File: src/keypad_irq_pkg.sv
// Overview of operation
// - five keypad pins, each separately enabled
// - per-pin enable bit selects keypad function
// - enabled pin switches on its pullup
// - latch when enabled pin falls after all high
// - edge mode ignores fall while another low
// - level mode holds request while any low
// - level mode clears after acknowledge and release
// - vector fetch acknowledges the request
// - writing one to acknowledge bit acknowledges
// - acknowledge never hides later falling edges
// - unmasked pending request drives processor request
// - edge mode clears at once on acknowledge
// - reset clears request and sensitivity bit
// - pending flag readable regardless of mask
// - enable forces input, reads need direction zero
// - acknowledge bit is write-only, reads zero
// - mask bit one blocks requests, reset clears
// - sensitivity one edge plus level, zero edge
// - break without clear enable ignores acknowledge writes
package keypad_irq_pkg;

  // ==========================================================================
  // widths
  localparam int PIN_COUNT = 5;
  localparam int ADDR_W = 8;
  localparam int DATA_W = 8;

  // ==========================================================================
  // register offsets
  localparam logic [ADDR_W-1:0] STATUS_CONTROL_OFFSET = 8'h00;
  localparam logic [ADDR_W-1:0] PIN_ENABLE_OFFSET = 8'h01;

  // ==========================================================================
  // keypad_status_control field positions
  localparam int SENS_BIT = 0;
  localparam int MASK_BIT = 1;
  localparam int ACK_BIT = 2;
  localparam int FLAG_BIT = 3;

  // ==========================================================================
  // reset values
  localparam logic [PIN_COUNT-1:0] PIN_ENABLE_RESET = 5'h00;
  localparam logic [PIN_COUNT-1:0] PIN_LEVEL_RESET = 5'h1f;
  localparam logic [DATA_W-1:0] READ_ZERO = 8'h00;

  // ==========================================================================
  // types
  typedef struct packed {
    logic [ADDR_W-1:0] addr;
    logic [DATA_W-1:0] wdata;
    logic wr;
    logic rd;
  } bus_req_t;

  typedef struct packed {
    logic irq_mask;
    logic level_sensitivity_select;
  } ctrl_t;

  typedef enum logic [1:0] {
    REQ_IDLE,
    REQ_PENDING,
    REQ_ACKED_LOW
  } req_state_t;

  // true when any enabled pin reads low
  function automatic logic any_enabled_low(input logic [PIN_COUNT-1:0] en,
                                           input logic [PIN_COUNT-1:0] lvl);
    any_enabled_low = |(en & ~lvl);
  endfunction : any_enabled_low

endpackage : keypad_irq_pkg

File: src/keypad_irq_unit.sv
`timescale 1ns/100ps
module keypad_irq_unit
  import keypad_irq_pkg::*;
(
  // clock and reset
  input wire logic core_clk_i,
  input wire logic reset_n_i,
  // register port
  input wire logic [ADDR_W-1:0] reg_addr_i,
  input wire logic [DATA_W-1:0] reg_wdata_i,
  input wire logic reg_wr_i,
  input wire logic reg_rd_i,
  output logic [DATA_W-1:0] reg_rdata_o,
  // keypad pads and port control
  input wire logic [PIN_COUNT-1:0] pin_level_i,
  input wire logic [PIN_COUNT-1:0] port_dir_out_i,
  output logic [PIN_COUNT-1:0] pullup_en_o,
  output logic [PIN_COUNT-1:0] port_drive_oe_n_o,
  output logic [PIN_COUNT-1:0] pin_read_allow_o,
  // processor side
  input wire logic vector_fetch_i,
  input wire logic break_state_i,
  input wire logic break_clear_enable_i,
  output logic irq_req_o
);

  // ==========================================================================
  // declarations
  bus_req_t bus;
  ctrl_t ctrl_q;
  logic [PIN_COUNT-1:0] pin_irq_enable_q;
  logic [PIN_COUNT-1:0] pin_sync;
  logic any_low;
  logic all_high_q;
  logic falling;
  logic set_req;
  logic sw_ack;
  logic ack;
  logic sc_write;
  logic en_write;
  req_state_t state_q;
  req_state_t state_d;
  logic irq_pending_flag;

  assign bus = '{addr: reg_addr_i, wdata: reg_wdata_i, wr: reg_wr_i, rd: reg_rd_i};

  // ==========================================================================
  // pin synchronisation
  pin_synchronizer u_sync (
    .core_clk_i(core_clk_i),
    .reset_n_i(reset_n_i),
    .pin_raw_i(pin_level_i),
    .pin_level_o(pin_sync)
  );

  // ==========================================================================
  // address decode
  assign sc_write = bus.wr && (bus.addr == STATUS_CONTROL_OFFSET);
  assign en_write = bus.wr && (bus.addr == PIN_ENABLE_OFFSET);

  // ==========================================================================
  // pin enable register, one bit per pin
  always_ff @(posedge core_clk_i or negedge reset_n_i) begin
    if (!reset_n_i) begin
      pin_irq_enable_q <= PIN_ENABLE_RESET;
    end else if (en_write) begin
      pin_irq_enable_q <= bus.wdata[PIN_COUNT-1:0];
    end
  end

  // ==========================================================================
  // mask and sensitivity bits
  always_ff @(posedge core_clk_i or negedge reset_n_i) begin
    if (!reset_n_i) begin
      ctrl_q <= '0;
    end else if (sc_write) begin
      ctrl_q.irq_mask <= bus.wdata[MASK_BIT];
      ctrl_q.level_sensitivity_select <= bus.wdata[SENS_BIT];
    end
  end

  // ==========================================================================
  // acknowledge sources; a break without clear enable protects the flag from software acknowledge only, not vector fetch
  assign sw_ack = sc_write && bus.wdata[ACK_BIT]
                  && !(break_state_i && !break_clear_enable_i);
  assign ack = vector_fetch_i || sw_ack;

  // ==========================================================================
  // edge detection on the filtered levels of enabled pins only
  assign any_low = any_enabled_low(pin_irq_enable_q, pin_sync);

  always_ff @(posedge core_clk_i or negedge reset_n_i) begin
    if (!reset_n_i) begin
      all_high_q <= 1'b1;
    end else begin
      all_high_q <= !any_low;
    end
  end

  // a fall while another pin is low is not a new edge
  assign falling = any_low && all_high_q;
  assign set_req = falling || (ctrl_q.level_sensitivity_select && any_low);

  // ==========================================================================
  // request state; a set in the ack cycle wins so no edge is lost
  always_comb begin
    state_d = state_q;
    case (state_q)
      REQ_IDLE: begin
        if (set_req) begin
          state_d = REQ_PENDING;
        end
      end
      REQ_PENDING: begin
        if (ack) begin
          if (!ctrl_q.level_sensitivity_select) begin
            state_d = falling ? REQ_PENDING : REQ_IDLE;
          end else if (any_low) begin
            state_d = REQ_ACKED_LOW;
          end else begin
            state_d = REQ_IDLE;
          end
        end
      end
      REQ_ACKED_LOW: begin
        // leaving level mode drops the wait for release
        if (!any_low || !ctrl_q.level_sensitivity_select) begin
          state_d = REQ_IDLE;
        end
      end
      default: begin
        state_d = REQ_IDLE;
      end
    endcase
  end

  always_ff @(posedge core_clk_i or negedge reset_n_i) begin
    if (!reset_n_i) begin
      state_q <= REQ_IDLE;
    end else begin
      state_q <= state_d;
    end
  end

  // acknowledged-but-held still counts as a present request
  assign irq_pending_flag = (state_q != REQ_IDLE);

  // ==========================================================================
  // processor request, gated only by the mask
  always_ff @(posedge core_clk_i or negedge reset_n_i) begin
    if (!reset_n_i) begin
      irq_req_o <= 1'b0;
    end else begin
      irq_req_o <= irq_pending_flag && !ctrl_q.irq_mask;
    end
  end

  // ==========================================================================
  // port control: enable forces input and pullup
  always_ff @(posedge core_clk_i or negedge reset_n_i) begin
    if (!reset_n_i) begin
      pullup_en_o <= PIN_ENABLE_RESET;
      port_drive_oe_n_o <= ~PIN_ENABLE_RESET;
      pin_read_allow_o <= PIN_ENABLE_RESET;
    end else begin
      pullup_en_o <= pin_irq_enable_q;
      port_drive_oe_n_o <= ~(port_dir_out_i & ~pin_irq_enable_q);
      pin_read_allow_o <= ~port_dir_out_i;
    end
  end

  // ==========================================================================
  // read data, valid in the cycle after the strobe only
  always_ff @(posedge core_clk_i or negedge reset_n_i) begin
    if (!reset_n_i) begin
      reg_rdata_o <= READ_ZERO;
    end else begin
      reg_rdata_o <= READ_ZERO;
      if (bus.rd) begin
        if (bus.addr == STATUS_CONTROL_OFFSET) begin
          reg_rdata_o[FLAG_BIT] <= irq_pending_flag;
          reg_rdata_o[ACK_BIT] <= 1'b0;
          reg_rdata_o[MASK_BIT] <= ctrl_q.irq_mask;
          reg_rdata_o[SENS_BIT] <= ctrl_q.level_sensitivity_select;
        end else if (bus.addr == PIN_ENABLE_OFFSET) begin
          reg_rdata_o[PIN_COUNT-1:0] <= pin_irq_enable_q;
        end
      end
    end
  end
endmodule : keypad_irq_unit

File: src/pin_synchronizer.sv
`timescale 1ns/100ps
module pin_synchronizer
  import keypad_irq_pkg::*;
(
  // clock and reset
  input wire logic core_clk_i,
  input wire logic reset_n_i,
  // raw pad levels
  input wire logic [PIN_COUNT-1:0] pin_raw_i,
  // filtered levels
  output logic [PIN_COUNT-1:0] pin_level_o
);

  logic [PIN_COUNT-1:0] stage1_q;
  logic [PIN_COUNT-1:0] stage2_q;
  logic [PIN_COUNT-1:0] stage3_q;

  // ==========================================================================
  // three-flop chain; stage1 feeds only stage2 to keep metastability contained
  always_ff @(posedge core_clk_i or negedge reset_n_i) begin
    if (!reset_n_i) begin
      stage1_q <= PIN_LEVEL_RESET;
      stage2_q <= PIN_LEVEL_RESET;
      stage3_q <= PIN_LEVEL_RESET;
    end else begin
      stage1_q <= pin_raw_i;
      stage2_q <= stage1_q;
      stage3_q <= stage2_q;
    end
  end

  // ==========================================================================
  // a bit moves only when stage2 and stage3 agree, rejecting one-cycle glitches
  always_ff @(posedge core_clk_i or negedge reset_n_i) begin
    if (!reset_n_i) begin
      pin_level_o <= PIN_LEVEL_RESET;
    end else begin
      for (int i = 0; i < PIN_COUNT; i++) begin
        if (stage2_q[i] == stage3_q[i]) begin
          pin_level_o[i] <= stage3_q[i];
        end
      end
    end
  end

endmodule : pin_synchronizer
File: config.mk
export PLATFORM = sky130hd
export DESIGN_NAME = keypad_irq_unit
export DESIGN_NICKNAME = d
export VERILOG_FILES = /design/src/keypad_irq_pkg.sv /design/src/keypad_irq_unit.sv /design/src/pin_synchronizer.sv
export SDC_FILE = /design/constraint.sdc
export NUM_CORES = 1
export LEC_CHECK = 0
export ABC_CLOCK_PERIOD_IN_PS = 2800
export BUFFER_PORTS_ARGS = -buffer_cell sky130_fd_sc_hd__buf_2
export CORE_MARGIN = 5
export CORE_UTILIZATION = 56
export CTS_BUF_LIST = sky130_fd_sc_hd__clkbuf_8
export DETAILED_ROUTE_END_ITERATION = 12
export GPL_TIMING_DRIVEN = 0
export HOLD_SLACK_MARGIN = 0.06
export MAX_ROUTING_LAYER = met4
export PLACE_DENSITY_LB_ADDON = 0.2
export SLEW_MARGIN = 10
export SYNTH_ARGS = -nofsm -noshare
export SYNTH_HDL_FRONTEND = slang
export SYNTH_SLANG_ARGS = --single-unit
File: constraint.sdc
create_clock -name core_clk_i -period 2.8 [get_ports core_clk_i]
set_clock_uncertainty 0.05 [all_clocks]
set_input_delay 0.84 -clock core_clk_i [delete_from_list [all_inputs] [get_ports core_clk_i]]
set_output_delay 0.84 -clock core_clk_i [all_outputs]
set_load 0.05 [all_outputs]
# Word-level counts from Yosys, hierarchy flattened
# Cells that the tools add are included.
# classes
n_bitwise	6
reduce_logical	21
muxes	11
n_eq_ne	11
# op_table
op	n
$not 5->5	4
$and 5x5->5	2
$mux 2	5
$mux 5	2
$eq 8x1->1 const B	1
$logic_and 1x1->1	8
$logic_not 8->1	1
$ne 2x2->1 const B	3
$pmux 2 s3	1
$eq 1x1->1	5
$logic_not 1->1	5
$reduce_or 5->1	1
$mux 4	1
$logic_or 1x1->1	3
$reduce_and 3->1	1
$eq 2x1->1 const B	1
$eq 2x2->1 const B	1
$logic_not 2->1	1
$mux 1	2
$reduce_bool 2->1	1
# totals
inputBits	33
word_cells	67
regBits	51
output_inout_bits	24

# Longest topological paths before layout
# depth
ltp_word	8
mapped_depth	4
ltp_nobuf	4

# Modules after synthesis
# A second synthesis with hierarchy kept.
# hier_totals
hier_cells	116
hier_area_um2	1789.2
# modules_own_cells
module	area_per_inst_um2	cells_each	instances	seq_area_each_um2
keypad_irq_unit	1207.4	91	1	783.3
pin_synchronizer	581.8	25	1	525.5

# Worst setup path before layout
# Ideal clock, no wire load.
# synth_path
path_kind	input port to flip-flop
startpoint	input reg_addr_i[7]
endpoint	register ctrl_q[0] (netlist bit)
slack_ns	0.425
setup_time_ns	0.125
t_arrival_ns	2.200
t_required_ns	2.625
path_stages	4
path_buffers	0
path_cell_list	or4_4 -> nor4_4 -> and3b_1 -> mux2_2
# synth_between
elab_chain_cells	2
# synth_rtl
item	line_no	text
from (decl)	keypad_irq_unit.sv:9	input wire logic [ADDR_W-1:0] reg_addr_i,
$logic_not 8->1	keypad_irq_unit.sv:58	assign sc_write = bus.wr && (bus.addr == STATUS_CONTROL_OFFSET);
$logic_and 1x1->1	keypad_irq_unit.sv:58	
to (decl)	keypad_irq_unit.sv:30	ctrl_t ctrl_q;
# No other way between the ends.
# A chain may end at the register's enable or synchronous reset.

# Final worst setup path
# Ends and elaborated chain as after synthesis.

==> impl_metrics.csv <==
group,metric,value,unit
cells_and_area,fin_area,2180,sq um
yosys,ys.flop_type,"dfstp_2",
power_and_ir_drop,leakagePower,1.10,nW
yosys,yosys_warnings,0,
sta,fin_tns_setup,0,ns
cells_and_area,final_cell_mix,"buf_2, dfstp_2, dfrtp_1",
yosys,synth_area,1780,sq um
setup_path,crit_type,"primary input to flop",
detailed_routing,vias_per_cell,4.67,
worst_hold_path,min_from,"u_sync.stage1_q[4]$_DFF_PN1_",
power_and_ir_drop,vdd_drop_max,0.397,mV
setup_path,crit_fanout,6,
cts,path_clk_slew,0.08,ns
sta,slew_headroom,30.7,%
grt,grt_max_degree,52,
detailed_routing,post-route-drc-count,0,
sta,timing.fmax,0.437,GHz
yosys,ys_types,28,
yosys,postSynthCellCount,116,
cts,cts_resized,0,
floorplanning,rows,20,
cells_and_area,antennaDiodeCount,0,
yosys,ys_seq_area_share,73.7,%
detailed_routing,routed_wirelength,2970,um
floorplanning,io_pins,57,
cts,post_cts_buffers,0,
setup_path,worstPathArrival,2.42,ns
detailed_routing,vias,1023,
yosys,ys_seq_elements,51,
sta,worst_slack,0.514,ns
cells_and_area,area_growth,23.0,%
setup_path,crit_required,2.94,ns
grt,grt_pass1_vias,1066,
placed_design,dp_hpwl,2170,um
setup_path,path_cells,"buf_2, or4_4, nor4_4, and3b_1, mux2_2",
run,maxCapViolCount,0,
setup_path,startpoint_type,"primary input",
setup_path,timing.rr.start,"u_sync.pin_level_o[3]$_DFFE_PN1N_",
setup_path,rr_worst_depth,3,
detailed_routing,drt_first_pass_iters,4,
floorplanning,core,3050,sq um
setup_path,endpoint_kind,"flop",
cts,ctsHoldBuffers,0,
detailed_routing,drtIter0Drc,76,
cells_and_area,drive_above_1_share,56.0,%
placed_design,port_buffers,49,
sta,hold_violations,0,
grt,grt_antenna_before_repair,0,
floorplanning,design.die.area,4400,sq um
placed_design,place_congestion,0.695,
cells_and_area,nets,207,
cells_and_area,fillCellCount,218,
setup_path,cp-startpoint,"reg_addr_i[7]",
power_and_ir_drop,power_density,651,nW/um^2
sta,setup-violations-final,0,
cts,cts_tree,"done",
yosys,synth_edf_count,0,
cts,clock-sinks,51,
worst_hold_path,holdPathStages,0,
worst_hold_path,hold_end,"u_sync.stage2_q[4]$_DFF_PN1_",
worst_hold_path,worst_hold_path_type,"flop to flop",
setup_path,reg2reg_slack,1.53,ns
sta,period_needed,2.29,ns
sta,rsz0062_at_grt,"false",
setup_path,r2r-end,"state_q[0]$_DFFE_PN0P_",
detailed_routing,antenna_left,0,
cts,numCtsBuffers,5,
sta,period_share,81.7,%
grt,grtUsageTotal,15.9,%
sta,maxSlewViolCount,0,
cts,insertion_delay,0.30,ns
cells_and_area,mostFrequentLayoutCell,"buf_2",
yosys,ys_async_sr_fraction,100,%
cts,htreeDepth,2,
grt,grt_pass1_wl,4910,um
setup_path,critical-path-max-stage-delay,0.53,ns
cts,cts_root_buffer,"clkbuf_8",
floorplanning,die_y,66.3,um
placed_design,dpl_worst_slack,0.192,ns
cells_and_area,utilization,71.6,%
placed_design,dpl.cell_count,211,
grt,gr-total-overflow,0,
detailed_routing,wl_per_cell,13.6,um
yosys,syn_avg_cell_area,15.3,sq um
floorplanning,die_w,66.3,um
status,outcome,"complete, no violations",
cts,cts_buffer_depth,2,
placed_design,placed_area,2080,sq um
setup_path,cp_slowest_cell,"or4_4",
floorplanning,initial_core_util,58.2,%
cells_and_area,stdcell_count,219,
sta,worst_pin_slew,1.04,ns
[power breakdown]
part           internal (mW)  total [mW]  switching, mW  leakage, nW
Clock                  0.222       0.443          0.221       0.0557
Combinational         0.0518       0.163          0.111        0.437
Sequential             0.796       0.817         0.0205        0.608
Total                   1.07        1.42          0.352         1.10
[layer usage]
| metal | track usage (%) | share of wire, % | vias up |
|---|---|---|---|
| met5 | - | 0 | - |
| met4 | 8.38 | 2.5 | 0 |
| met3 | 4.42 | 5.8 | 7 |
| met2 | 25.2 | 50 | 32 |
| met1 | 18.3 | 41 | 497 |
| li1 | - | - | 487 |
[how the worst max path moves through the flow]
stage | to
after global routing | ctrl_q[1]$_DFFE_PN0N_
after floorplan | ctrl_q[0]$_DFFE_PN0N_
final | ctrl_q[0]$_DFFE_PN0N_
after global placement | ctrl_q[0]$_DFFE_PN0N_
after CTS | ctrl_q[1]$_DFFE_PN0N_
after detailed placement | ctrl_q[1]$_DFFE_PN0N_
[stage by stage]
step / total power [mW] / hold slack (ns)
CTS: 1.43 / 0.309
floorplan: 0.931 / 0.295
global route: 1.48 / 0.315
finish: 1.42 / 0.309
detailed placement: 0.994 / 0.297
global placement: 0.988 / 0.296
[critical path, delay by kind of cell]
kind                   cells  cell delay (ns)
AND/OR/NAND/NOR            3             1.14
multiplexers               1             0.34
buffers and inverters      1             0.10
[cell type report]
class / count / area (sq um) / area share [%]
Tap cell: 44 / 55.1 / 2.52
Clock buffer: 7 / 96.3 / 4.41
Sequential cell: 51 / 1310 / 59.9
Inverter: 10 / 37.5 / 1.72
Clock inverter: 1 / 3.75 / 0.172
Buffer: 4 / 27.5 / 1.26
Timing Repair Buffer: 49 / 245 / 11.2
Multi-Input combinational cell: 53 / 410 / 18.8
[kinds of logic after synthesis]
family	after synthesis	share of synthesized area, %
mux	9	6.62
other cells	1	0.211
flops	51	73.7
compound gates	7	2.46
fa+ha+maj	5	2.82
simple gates	29	10.6
buf+inv	14	3.66
[synth_stat cells, drive strengths merged (2+ instances only)]
cell type,number,area [sq um]
mux2i,2,20.0
nor2,7,26.3
buf,4,27.5
nand2,5,18.8
and3,3,20.0
dfrtp,25,626
mux2,7,97.6
inv,10,37.5
maj3,5,50.1
nand2b,2,12.5
dfstp,26,683
a21oi,3,15.0
o22ai,2,12.5
nor2b,4,25.0
[registers in the layout, summed over array words and instances, names as in the netlist, 2 cells and up]
name	flops
pin_irq_enable_q	5
pin_read_allow_o	5
port_drive_oe_n_o	5
pullup_en_o	5
reg_rdata_o	5
u_sync.pin_level_o	5
u_sync.stage1_q	5
u_sync.stage2_q	5
u_sync.stage3_q	5
ctrl_q	2
state_q	2
Note: power is estimated with default switching activity, not from simulation.
